--- config.mk ---
export PLATFORM = sky130hd
export DESIGN_NAME = odr_filter
export DESIGN_NICKNAME = d
export VERILOG_FILES = /design/src/odr_pkg.sv /design/src/odr_filter.sv /design/src/odr_predictor.sv
export SDC_FILE = /design/constraint.sdc
export NUM_CORES = 1
export LEC_CHECK = 0
export ABC_CLOCK_PERIOD_IN_PS = 13200
export BUFFER_PORTS_ARGS = -buffer_cell sky130_fd_sc_hd__clkbuf_2
export CORE_ASPECT_RATIO = 1.1
export CORE_UTILIZATION = 67
export DETAILED_ROUTE_END_ITERATION = 6
export HOLD_SLACK_MARGIN = 0.08
export PLACE_DENSITY = 0.88
export SYNTH_ARGS = -nofsm -noshare
export SYNTH_HDL_FRONTEND = slang
export SYNTH_SLANG_ARGS = --single-unit
--- constraint.sdc ---
create_clock -name ref_clk_i -period 13.2 [get_ports ref_clk_i]
set_input_delay 0.66 -clock ref_clk_i [delete_from_list [all_inputs] [get_ports ref_clk_i]]
set_output_delay 0.66 -clock ref_clk_i [all_outputs]
set_load 0.005 [all_outputs]
--- src/odr_pkg.sv ---
`default_nettype none
package odr_pkg;
  // ----------------------------------------
  // register map
  // ----------------------------------------
  localparam logic [7:0] CFG_IDX      = 8'h16;
  localparam logic [9:0] CFG_ADDR     = 10'h058;
  localparam logic [9:0] STAT_ADDR    = 10'h05c;
  localparam logic [9:0] CNT_ADDR     = 10'h060;
  localparam logic [7:0] CFG_RESET    = 8'h00;
  localparam int         EN_BIT       = 7;
  localparam int         ORD_BIT      = 6;
  localparam int         TC_LSB       = 4;
  localparam int         INIT_LSB     = 2;
  localparam int         MULT_LSB     = 0;
  // ----------------------------------------
  // arithmetic constants
  // ----------------------------------------
  localparam int         MULT_BASE_SH = 2;
  localparam int         TC_BASE_SH   = 3;
  localparam int         INIT_BASE_SH = 4;
  localparam int         HIST_DEPTH   = 4;
  localparam int         CNT_W        = 16;
endpackage
`default_nettype wire

--- src/odr_filter.sv ---
// The Avalon-MM slave port was decided locally.
`timescale 1ns/100ps
`default_nettype none
// Contract
// replacement off after reset; on only when enable bit written one
// error is absolute difference of sample and prediction
// error above threshold marks sample as outlier
// select zero predicts previous raw sample
// select one predicts least-squares line over last four outputs
// error feeds IIR low-pass giving running average deviation
// threshold is filtered error times 4, 8, 16 or 32
// time-constant field sets filter constant from 8 to 64 samples
// initial-value field sets filter state at initialization
// outlier replaced by prediction, else sample passes unchanged
// software should set multiplier code 3, others default
// multiplier codes 0..3 are left shifts by 2..5
// time-constant codes 0..3 are averaging shifts by 3..6
module odr_filter #(
  parameter int DW = 19
) (
  // clock and reset
  input  wire logic          ref_clk_i,
  input  wire logic          rstn_i,
  // avalon-mm slave
  input  wire logic [9:0]    avs_address_i,
  input  wire logic          avs_read_i,
  input  wire logic          avs_write_i,
  input  wire logic [31:0]   avs_writedata_i,
  input  wire logic [3:0]    avs_byteenable_i,
  output logic      [31:0]   avs_readdata_o,
  output logic               avs_waitrequest_o,
  // adc sample stream
  input  wire logic          s_valid_i,
  input  wire logic [DW-1:0] s_data_i,
  // result stream
  output logic               r_valid_o,
  output logic      [DW-1:0] r_data_o,
  output logic               r_outlier_o
);
  localparam int LW = DW + 8;

  // ----------------------------------------
  // helper functions
  // ----------------------------------------
  function automatic logic [LW-1:0] widen(input logic [DW-1:0] v);
    widen = {8'h00, v};
  endfunction

  function automatic logic [LW-1:0] shl(input logic [LW-1:0] v, input logic [2:0] s);
    logic [LW+7:0] t;
    t = {8'h00, v} << s;
    if (t[LW+7:LW] != 8'h00) begin
      shl = '1;
    end else begin
      shl = t[LW-1:0];
    end
  endfunction

  // ----------------------------------------
  // configuration register
  // ----------------------------------------
  localparam int CNT_W_L = odr_pkg::CNT_W;
  logic [7:0] cfg_q;
  logic [CNT_W_L-1:0] cnt_q;
  logic       rd_pend_q;
  logic [31:0] rdata_q;
  logic       wr_hit;
  logic       init_q;

  assign wr_hit = avs_write_i && avs_address_i == odr_pkg::CFG_ADDR && avs_byteenable_i[0];

  // enable held off at reset
  always_ff @(posedge ref_clk_i or negedge rstn_i) begin
    if (!rstn_i) begin
      cfg_q <= odr_pkg::CFG_RESET;
    end else if (wr_hit) begin
      cfg_q <= avs_writedata_i[7:0];
    end
  end

  logic enable;
  logic predictor_select;
  logic [1:0] smoothing_time_constant;
  logic [1:0] smoothing_initial_value;
  logic [1:0] deviation_multiplier;
  assign enable                  = cfg_q[odr_pkg::EN_BIT];
  assign predictor_select        = cfg_q[odr_pkg::ORD_BIT];
  assign smoothing_time_constant = cfg_q[odr_pkg::TC_LSB +: 2];
  assign smoothing_initial_value = cfg_q[odr_pkg::INIT_LSB +: 2];
  assign deviation_multiplier    = cfg_q[odr_pkg::MULT_LSB +: 2];

  // reinitialize on enable rise or any config write
  always_ff @(posedge ref_clk_i or negedge rstn_i) begin
    if (!rstn_i) begin
      init_q <= 1'b1;
    end else begin
      init_q <= wr_hit;
    end
  end

  // ----------------------------------------
  // bus read path, one wait cycle
  // ----------------------------------------
  always_ff @(posedge ref_clk_i or negedge rstn_i) begin
    if (!rstn_i) begin
      rd_pend_q <= 1'b0;
    end else begin
      rd_pend_q <= avs_read_i && !rd_pend_q;
    end
  end

  always_ff @(posedge ref_clk_i or negedge rstn_i) begin
    if (!rstn_i) begin
      rdata_q <= '0;
    end else if (avs_read_i && !rd_pend_q) begin
      case (avs_address_i)
        odr_pkg::CFG_ADDR:  rdata_q <= {24'h000000, cfg_q};
        odr_pkg::STAT_ADDR: rdata_q <= {31'h00000000, enable};
        odr_pkg::CNT_ADDR:  rdata_q <= {16'h0000, cnt_q};
        default:            rdata_q <= '0;
      endcase
    end
  end

  assign avs_waitrequest_o = avs_read_i && !rd_pend_q;
  assign avs_readdata_o    = rdata_q;

  // ----------------------------------------
  // prediction
  // ----------------------------------------
  logic [DW-1:0] pred;
  logic [DW-1:0] out_val;
  logic          step;
  assign step = s_valid_i && enable;

  odr_predictor #(
    .DW(DW)
  ) u_pred (
    .ref_clk_i          (ref_clk_i),
    .rstn_i             (rstn_i),
    .init_i             (init_q),
    .predictor_select_i (predictor_select),
    .step_i             (step),
    .raw_i              (s_data_i),
    .out_i              (out_val),
    .pred_o             (pred)
  );

  // ----------------------------------------
  // error, threshold, decision
  // ----------------------------------------
  logic [DW-1:0] err;
  logic [LW-1:0] lpf_q;
  logic [LW-1:0] thr;
  logic          outlier;
  logic          primed_q;

  // absolute estimation error
  assign err = (s_data_i >= pred) ? s_data_i - pred : pred - s_data_i;

  // threshold from filtered error
  // multiplier as left shift
  assign thr = shl(lpf_q, 3'(odr_pkg::MULT_BASE_SH) + {1'b0, deviation_multiplier});

  // outlier classification
  assign outlier = primed_q && (widen(err) > thr);

  // replace or pass
  assign out_val = outlier ? pred : s_data_i;

  always_ff @(posedge ref_clk_i or negedge rstn_i) begin
    if (!rstn_i) begin
      primed_q <= 1'b0;
    end else if (init_q || !enable) begin
      primed_q <= 1'b0;
    end else if (step) begin
      primed_q <= 1'b1;
    end
  end

  // ----------------------------------------
  // iir low-pass of error
  // ----------------------------------------
  logic [2:0]    tc_sh;
  logic [LW-1:0] lpf_dec;
  logic [LW-1:0] err_inc;
  // constant 8 to 64
  assign tc_sh   = 3'(odr_pkg::TC_BASE_SH) + {1'b0, smoothing_time_constant};
  assign lpf_dec = lpf_q >> tc_sh;
  assign err_inc = widen(err) >> tc_sh;

  // running average deviation
  // shift based averaging
  // initial state load
  always_ff @(posedge ref_clk_i or negedge rstn_i) begin
    if (!rstn_i) begin
      lpf_q <= '0;
    end else if (init_q || !enable) begin
      lpf_q <= shl(widen(DW'(1)), 3'(odr_pkg::INIT_BASE_SH) + {1'b0, smoothing_initial_value});
    end else if (step && primed_q) begin
      lpf_q <= lpf_q - lpf_dec + err_inc;
    end
  end

  // ----------------------------------------
  // outputs and outlier counter
  // ----------------------------------------
  always_ff @(posedge ref_clk_i or negedge rstn_i) begin
    if (!rstn_i) begin
      r_valid_o   <= 1'b0;
      r_data_o    <= '0;
      r_outlier_o <= 1'b0;
    end else begin
      r_valid_o   <= s_valid_i;
      r_data_o    <= enable ? out_val : s_data_i;
      r_outlier_o <= s_valid_i && enable && outlier;
    end
  end

  always_ff @(posedge ref_clk_i or negedge rstn_i) begin
    if (!rstn_i) begin
      cnt_q <= '0;
    end else if (s_valid_i && enable && outlier) begin
      cnt_q <= cnt_q + 1'b1;
    end
  end
endmodule
`default_nettype wire

--- src/odr_predictor.sv ---
`timescale 1ns/100ps
`default_nettype none
module odr_predictor #(
  parameter int DW = 19
) (
  // clock and reset
  input  wire logic          ref_clk_i,
  input  wire logic          rstn_i,
  // control
  input  wire logic          init_i,
  input  wire logic          predictor_select_i,
  // history update
  input  wire logic          step_i,
  input  wire logic [DW-1:0] raw_i,
  input  wire logic [DW-1:0] out_i,
  // prediction
  output logic      [DW-1:0] pred_o
);
  // ----------------------------------------
  // history of raw inputs and outputs
  // ----------------------------------------
  logic [DW-1:0] raw_prev_q;
  logic [DW-1:0] hist_q [odr_pkg::HIST_DEPTH];
  logic signed [DW+3:0] lsq;

  always_ff @(posedge ref_clk_i or negedge rstn_i) begin
    if (!rstn_i) begin
      raw_prev_q <= '0;
    end else if (step_i) begin
      raw_prev_q <= raw_i;
    end
  end

  genvar g;
  generate
    for (g = 0; g < odr_pkg::HIST_DEPTH; g++) begin : g_hist
      always_ff @(posedge ref_clk_i or negedge rstn_i) begin
        if (!rstn_i) begin
          hist_q[g] <= '0;
        end else if (init_i) begin
          hist_q[g] <= '0;
        end else if (step_i) begin
          hist_q[g] <= (g == 0) ? out_i : hist_q[(g == 0) ? 0 : g-1];
        end
      end
    end
  endgenerate

  // ----------------------------------------
  // prediction
  // ----------------------------------------
  // four-point line fit at next step: p = (2*h0 + h1 - h3) / 2
  always_comb begin
    lsq = (signed'({4'h0, hist_q[0]}) <<< 1)
        + signed'({4'h0, hist_q[1]})
        - signed'({4'h0, hist_q[3]});
    lsq = lsq >>> 1;
  end

  // previous raw sample
  // four-output extrapolation
  always_comb begin
    if (!predictor_select_i) begin
      pred_o = raw_prev_q;
    end else if (lsq < 0) begin
      pred_o = '0;
    end else if (lsq[DW+3:DW] != 4'h0) begin
      pred_o = '1;
    end else begin
      pred_o = lsq[DW-1:0];
    end
  end
endmodule
`default_nettype wire
; Word level (Yosys, flattened, before mapping)
; Index checks and enable logic that the tools add are counted.
[classes]
n_eq_ne = 3
mux = 21
reduce_logical = 16
add_sub_neg = 10
shift = 4
magnitude_cmp = 3
[op_table]
columns = op, count
row1 = $mux 19, 14
row2 = $mux 27, 4
row3 = $pmux 16 s3, 1
row4 = $sub 19x19->19, 2
row5 = $shl 1x3->35 const A, 1
row6 = $shl 27x3->35, 1
row7 = $eq 10x7->1 const B, 3
row8 = $add 27x27->27, 1
row9 = $gt 19x27->1, 1
row10 = $shr 19x3->27, 1
row11 = $shr 27x3->27, 1
row12 = $sub 27x27->27, 1
row13 = $lt 22x1->1 const B, 1
row14 = $sub 21x19->22, 1
row15 = $add 20x19->21, 1
row16 = $ge 19x19->1, 1
row17 = $add 16x1->16 const B, 1
row18 = $reduce_bool 8->1, 2
row19 = $logic_and 1x1->1, 7
row20 = $add 2x2->3 const A, 2
row21 = $reduce_bool 2->1, 3
row22 = $reduce_bool 4->1, 1
row23 = $add 3x2->3 const A, 1
row24 = $logic_not 1->1, 2
row25 = 2 further kinds, 3
[totals]
regBits = 202
out_inout_bits = 54
wordCells = 72
inputBits = 70

; Depth between registers and ports, before layout
; Gate-level depths: netlist (run 1).
[logic_depth]
word_depth = 13
depth_mapped = 41
ltp_nobuf = 38

; Cells and area by module
; From an unflattened synthesis (run 1), not the netlist that was laid out.
[unflattened]
hier_cells = 1759
hier_area_um2 = 15466.1
[by_module_without_submodules]
columns = mod, seq_area_each_um2, instances, area_per_inst_um2, cells_per_inst
row1 = odr_filter, 2278.4, 1, 9683.0, 1139
row2 = odr_predictor, 2377.3, 1, 5783.0, 620

; Worst setup path before layout (run 1)
; Ideal clock, no wire load.
[synth_timing]
kind = reg2reg
start = register u_pred.hist_q[6] in the netlist's numbering
end = register lpf_q[19]
setup_slack_ns = 5.297
synth_period_minus_slack_ns = 7.903
setup_ns = 0.133
stages_incl_launch_ff = 35
required_ns = 13.067
n_path_buf = 3
arrival_ns = 7.770
path_cell_list = dfrtp_1 fa_1 inv_1 ha_1 o21a_1 o211ai_1 a21oi_1 o41ai_4 o211ai_1 and3_1 buf_6 a221oi_1 inv_1 ha_1 buf_6 and3_4 and3_1 a221o_2 nor2_8 nand2_8 mux2i_1 a221o_1 xnor2_1 mux4_1 fa_1 inv_1 ha_1 and2_1 clkbuf_1 o21ba_2 a211oi_1 o21ai_0 a21oi_1 xor2_1 o21ai_0
[synth_via]
elab_chain_cells = 11
word_cells_on_any_way = 14
classes_between = 4 x add/sub / 2 x order compare / 1 x shift / 6 x mux / 1 x reduce/logical
[synth_rtl]
columns = item, line_no
row1 = start: declaration, odr_predictor.sv:23  ; logic [DW-1:0] hist_q [odr_pkg::HIST_DEPTH];
row2 = start signal: indexed assignment, odr_predictor.sv:43  ; hist_q[g] <= (g == 0) ? out_i : hist_q[(g == 0) ? 0 : g-1];
row3 = $sub 21x19->22 *, odr_predictor.sv:56  ; - signed'({4'h0, hist_q[3]});
row4 = branches (longest 2 deep; another with $lt 22x1->1), n/a
row5 = $mux 19 *, odr_predictor.sv:65  ; end else if (lsq < 0) begin
row6 = $mux 19 *, odr_predictor.sv:63  ; if (!predictor_select_i) begin
row7 = $sub 19x19->19 / $ge 19x19->1 (equally long branches), odr_filter.sv:159  ; assign err = (s_data_i >= pred) ? s_data_i - pred : pred - s_data_i;
row8 = $mux 19 *, odr_filter.sv:159
row9 = $shr 19x3->27 *, odr_filter.sv:190  ; assign err_inc = widen(err) >> tc_sh;
row10 = $add 27x27->27 *, odr_filter.sv:201  ; lpf_q <= lpf_q - lpf_dec + err_inc;
row11 = $mux 27 *, odr_filter.sv:200  ; end else if (step && primed_q) begin
row12 = $mux 27 *, odr_filter.sv:198  ; end else if (init_q || !enable) begin
row13 = end signal: assignment, odr_filter.sv:199  ; lpf_q <= shl(widen(DW'(1)), 3'(odr_pkg::INIT_BASE_SH) + {1'b0, smoothing_initial_value});
row14 = end signal: assignment, odr_filter.sv:201
row15 = end: declaration, odr_filter.sv:153  ; logic [LW-1:0] lpf_q;
; Every way passes the cells marked *. The select of a mux whose other input is x is not followed.
; A chain may end at the register's enable or synchronous reset.

; Worst setup path in the final report (run 1)
[layout_timing]
start = register u_pred.hist_q[6] in the netlist's numbering
end = register lpf_q[26]
; The elaborated chain is that of the path after synthesis.

==> results.json, run 1 <==
{
  "status": "finished clean",
  "cp_slowest_stage_delay_ps": 630,
  "synthArstFlopShare_pct": 100.0,
  "cts.sinks": 186,
  "port-buffer-count": 80,
  "cp.arrival_ps": 10410,
  "worst_pin_slew_ps": 1001,
  "die_w_microns": 144.4,
  "final_max_slew_viol_count": 0,
  "synth_cell_types": 84,
  "final-seq-area_sq_um": 4657,
  "yosys_warnings": 0,
  "initial_utilization_pct": 69.27,
  "cts_hold_buf": 0,
  "setup_slack_ps": 3169,
  "clk_latency_ps": 460,
  "finClkSkew_ps": 16.34,
  "path_delay_family": "compound AO/OA/AOI/OAI gates",
  "cts_buffers": 17,
  "r2r_start": "u_pred.hist_q[6]$_DFFE_PN0P_",
  "ys.flop_type": "dfrtp_1",
  "routabilityCongestion": 0.9473,
  "cts_tree": "yes",
  "timing.final.crit_share_pct": 75.99,
  "fp-row-count": 56,
  "hold_viol": 0,
  "dieArea_sq_um": 22910,
  "finalSetupViolations": 0,
  "synth_area_leader_cell": "dfrtp_1",
  "synth_area_sq_um": 14950,
  "startpoint_type": "flop",
  "ant_nets": 0,
  "vias": 12740,
  "synth_seq_cells": 186,
  "hpwlAfterDp_microns": 28000,
  "crit_type": "flop to flop",
  "core_sq_um": 21580,
  "drive_above_1_share_pct": 10.76,
  "clockBufferDepth": 2,
  "slew_headroom_pct": 33.27,
  "htreeDepth": 4,
  "first_iter_violations": 1010,
  "rsz0062_at_grt": "false",
  "vias_per_cell": 6.281,
  "synthDominantCellAreaShare_pct": 30.97,
  "ios": 124,
  "antenna_found_initial": 0,
  "slowest_stage": "a221oi_1",
  "die_y_microns": 158.7,
  "clk_pin_slew_worst_paths_ps": 90,
  "tns_ps": 0,
  "r2r_cells": 34,
  "hold_slack_ps": 291.9,
  "cts_root_buf": "clkbuf_16",
  "synth_edf_count": 0,
  "drt_wl_total_microns": 38070,
  "ys_seq_area_share_pct": 31.15,
  "cts_resized": 0,
  "grt_max_degree": 122,
  "post-place-ws_ps": 3426,
  "endpoint_kind": "flop",
  "drcViolationCount": 0,
  "post-route-min-period_ps": 10030,
  "path_buf_inv": 3,
  "reg2reg_slack_ps": 3170,
  "worstPathMaxFanout": 18,
  "synth.avg_cell_area_sq_um": 8.824,
  "maxCapViolCount": 0,
  "grt_use_total_pct": 34.62,
  "wl_per_cell_microns": 18.76,
  "grt.overflow.total": 0,
  "worstPathRequired_ps": 13580,
  "worstReg2RegEnd": "lpf_q[26]$_DFFE_PN0P_",
  "netlist_instances": 1694,
  "dr.pass1.iters": 5,
  "max_clock_freq_ghz": 0.09969,
  "syn2layout_area_growth_pct": 7.157,
  "nNetsFinal": 1945,
  "min_path_type": "input pin to async pin",
  "cts_setup_buffers": 0,
  "multi_input_area_sq_um": 9115,
  "yosysMostFrequentCell": "inv_1",
  "netlist_top_cells_area": "dfrtp_1, ha_1, o21ai_0, inv_1, fa_1",
  "nFillCells": 1561,
  "grt_pass1_wl_microns": 61620,
  "synth_commonest_cells": "inv_1, dfrtp_1, o21ai_0",
  "grt_pass1_vias": 12550
}
-- cells by family (layout without fill, tap and decap cells) --
group | count (synthesis) | after routing | share of synthesized area, %
adder cells (fa/ha/maj) | 150 | 150 | 14.41
other | 1 | 17 | 0.02509
flip-flops | 186 | 186 | 31.15
multiplexers | 87 | 87 | 7.893
XOR/XNOR | 69 | 69 | 4.093
AND/OR/NAND/NOR | 409 | 409 | 12.65
buffers and inverters | 300 | 329 | 8.328
AO/OA/AOI/OAI | 492 | 492 | 21.45
-- worst max path at each step --
stage	cells past startpoint	endpoint	startpoint	slack, ps
3_5_place_dp	36	lpf_q[26]$_DFFE_PN0P_	u_pred.hist_q[1]$_DFFE_PN0P_	3430
3_3_place_gp	36	lpf_q[26]$_DFFE_PN0P_	u_pred.hist_q[1]$_DFFE_PN0P_	3540
5_1_grt	36	lpf_q[19]$_DFFE_PN0P_	u_pred.hist_q[1]$_DFFE_PN0P_	2710
4_1_cts	36	lpf_q[26]$_DFFE_PN0P_	u_pred.hist_q[1]$_DFFE_PN0P_	3350
6_report	34	lpf_q[26]$_DFFE_PN0P_	u_pred.hist_q[6]$_DFFE_PN0P_	3170
2_1_floorplan	34	lpf_q[19]$_DFFE_PN0P_	u_pred.hist_q[6]$_DFFE_PN0P_	5300
-- placed cells by master (no fill, tap or decap), types with 15 or more instances in the layout --
cell	count
inv_1	204
o21ai_0	185
dfrtp_1	184
nand2_1	181
ha_1	113
nor2_1	93
a21oi_1	79
clkbuf_2	79
mux2i_1	50
xnor2_1	46
a21o_1	44
fa_1	37
a22o_1	36
nand3_1	26
xor2_1	22
mux4_2	21
o21a_1	20
nor3_1	18
a211oi_1	17
clkbuf_16	17
conb_1	16
nor2b_1	15
nand4_1	15
a31oi_1	15
-- per-layer routing --
metal	vias to the layer above	track usage, %	routed length (microns)
met5	-	0	0
met4	0	20.00	1809
met3	142	4.391	2100
met2	518	59.55	19140
met1	6139	41.71	15020
li1	5945	-	-
-- final cells by class --
cell class                 count  share of cell area [%]
clock buffer                  17                   2.656
inverter                     206                   4.827
multi-input combinational   1223                   56.91
timing repair buffer          91                   3.070
sequential                   186                   29.07
antenna                        1                 0.01562
tap                          290                   2.265
clock inverter                15                   1.187
-- through the flow --
stage / area, sq um / util, % / instances
after floorplan: 15000 / - / 1709
after global placement: 15400 / 71.36 / 1996
after detailed placement: 15400 / 71.36 / 1996
after CTS: 16020 / 74.21 / 2028
after global routing: 16020 / 74.21 / 2028
final: 16020 / 74.22 / 2029
-- registers in the layout (all words and copies together), names as in the netlist --
register           flops
primed_q               1
r_outlier_o            1
rd_pend_q              1
init_q                 1
u_pred.hist_q         76
r_data_o              19
r_valid_o              1
cfg_q                  8
lpf_q                 27
avs_readdata_o        16
u_pred.raw_prev_q     19
cnt_q                 16
Power of run 1 is left out: the tool's default activity adds up to more than one toggle a clock period on the data nets, which glitch-free logic cannot reach.
==> run 2, diff against run 1 <==
Settings changed: ABC_AREA set to 1, ABC_CLOCK_PERIOD_IN_PS 13200 to 9600, CORE_UTILIZATION 67 to 62, PLACE_DENSITY 0.88 to 0.82.
Clock period 13.2 ns to 9.6 ns, I/O delays scaled along.
==> run 2 against run 1 <==
  * Flip-flop and latch count unchanged
  * The run now ends with DRC left
  * Die area increased by 16%
  * Critical path depth increased by 9
==> results.json, run 2 <==
{
  "netlist_instances": 2394,
  "synth_seq_cells": 186,
  "cts_tree": "yes",
  "hpwlAfterDp_microns": 35780,
  "routabilityCongestion": 0.9764,
  "grt.overflow.total": 0,
  "reg_top3": "u_pred.hist_q (76), lpf_q (27)",
  "min_path_type": "input pin to async pin",
  "yosysMostFrequentCell": "nand2_1",
  "slowest_stage": "o21ai_0",
  "finClkSkew_ps": 19.58,
  "reg2reg_slack_ps": 1320,
  "drcViolationCount": 1,
  "layout_common_cells": "nand2_1, inv_1, o21ai_0, dfrtp_1, nand3_1",
  "drt_wl_total_microns": 46250,
  "regMostFlops": "u_pred.hist_q",
  "synth_edf_count": 0,
  "fp-row-count": 61,
  "final_max_slew_viol_count": 0,
  "ys_seq_area_share_pct": 29.05,
  "htreeDepth": 4,
  "grt_use_total_pct": 35.47,
  "crit_type": "flop to flop",
  "worstPathMaxFanout": 20,
  "initial_utilization_pct": 63.25,
  "synth.avg_cell_area_sq_um": 6.694,
  "antenna_found_initial": 0,
  "violations": "DRC",
  "post-route-min-period_ps": 8284,
  "clk_pin_slew_worst_paths_ps": 90,
  "cp.arrival_ps": 8600,
  "cts_root_buf": "clkbuf_16",
  "vias": 15870,
  "critPathMostFrequentCell": "nand2_1",
  "rsz0062_at_grt": "false",
  "wl_per_cell_microns": 16.60,
  "hold_viol": 0,
  "synthDominantCellAreaShare_pct": 28.89,
  "die_y_microns": 170.6,
  "ios": 124,
  "die_w_microns": 155.3,
  "tns_ps": 0,
  "synthArstFlopShare_pct": 100.0,
  "first_iter_violations": 1620,
  "clockBufferDepth": 2,
  "startpoint_type": "flop",
  "dr.pass1.iters": 7,
  "ant_nets": 0,
  "endpoint_kind": "flop",
  "synth_cell_types": 51,
  "synth_area_sq_um": 16030,
  "max_clock_freq_ghz": 0.1207,
  "syn2layout_area_growth_pct": 7.042,
  "cts.sinks": 186,
  "cp_slowest_stage_delay_ps": 580,
  "cts_hold_buf": 0,
  "final_common_cell": "nand2_1",
  "slew_headroom_pct": 17.95,
  "grt_pass1_vias": 14970,
  "netlist_top_cells_area": "dfrtp_1, nand2_1, inv_1, ha_1, o21ai_0",
  "dieArea_sq_um": 26500,
  "status": "complete, but fails checks",
  "worstPathRequired_ps": 9920,
  "cts_setup_buffers": 0,
  "finalSetupViolations": 0,
  "cts_resized": 0,
  "grt_pass1_wl_microns": 73970,
  "yosys_warnings": 0,
  "vias_per_cell": 5.694,
  "port-buffer-count": 80,
  "cts_buffers": 17,
  "clk_latency_ps": 460,
  "ys.flop_type": "dfrtp_1",
  "grt_max_degree": 115,
  "synth_area_leader_cell": "dfrtp_1",
  "core_sq_um": 25340,
  "maxCapViolCount": 0,
  "timing.final.crit_share_pct": 86.29,
  "synth_commonest_cells": "nand2_1, inv_1, o21ai_0",
  "nNetsFinal": 2647,
  "worst_pin_slew_ps": 1229,
  "drive_above_1_share_pct": 6.107,
  "largest_register_ffs": 76
}
-- run 2: layer usage --
layer  GRT usage (%)  share of wire (%)  up-vias
li1                -                  -     7658
met1           45.53                 42     7446
met2           58.89                 47      636
met3           6.332                7.7      128
met4           15.09                3.7        0
met5               0                  0        -
-- run 2: worst max-delay path, delay by kind of cell (launching register included) --
| family | cells | cell delay [ps] |
|---|---|---|
| compound gates | 7 | 1820 |
| simple gates | 21 | 2390 |
| fa+ha+maj | 7 | 2560 |
| flops | 1 | 370 |
| buf+inv | 7 | 840 |
| xor+xnor | 1 | 180 |
-- run 2: worst paths after layout --
| kind | to | startpoint | depth (start not counted) |
|---|---|---|---|
| max | lpf_q[24]$_DFFE_PN0P_ | u_pred.hist_q[39]$_DFFE_PN0P_ | 43 |
| min | u_pred.hist_q[15]$_DFFE_PN0P_ | rstn_i | 1 |
| max reg2reg | lpf_q[24]$_DFFE_PN0P_ | u_pred.hist_q[39]$_DFFE_PN0P_ | 43 |
| min reg2reg | u_pred.hist_q[71]$_DFFE_PN0P_ | u_pred.hist_q[71]$_DFFE_PN0P_ | 2 |
| max in group asynchronous | u_pred.raw_prev_q[5]$_DFFE_PN0P_ | rstn_i | 2 |
| min in group ref_clk_i | r_valid_o$_DFF_PN0_ | s_valid_i | 1 |
-- run 2: per-stage QoR --
step	setup WS, ps	utilization, %	cell area [sq um]	hold WS (ps)	instances
after floorplan	3251	-	16080	184.4	2409
after global placement	1752	65.27	16540	457.4	2754
after CTS	1519	67.69	17150	181.1	2786
final	1316	67.70	17160	151.1	2787
after global routing	489.4	67.69	17150	188.7	2786
after detailed placement	1535	65.27	16540	466.3	2754
-- run 2: cells by family after synthesis --
family / share of synthesized area (%)
XOR/XNOR: 2.405
multiplexers: 0.3748
AO/OA/AOI/OAI: 14.25
buffers and inverters: 11.89
flip-flops: 29.05
other: 0.02340
adder cells (fa/ha/maj): 13.44
AND/OR/NAND/NOR: 28.57
-- run 2: area by class of cell --
cell class,instances,area (sq um)
Multi-Input combinational cell,1746,9524
Fill cell,2317,8184
Tap cell,346,432.9
Inverter,388,1456
Clock buffer,17,425.4
Antenna cell,1,2.502
Clock inverter,15,188.9
Timing Repair Buffer,88,469.2
Sequential cell,186,4656
Power of run 2 is left out for the same reason.
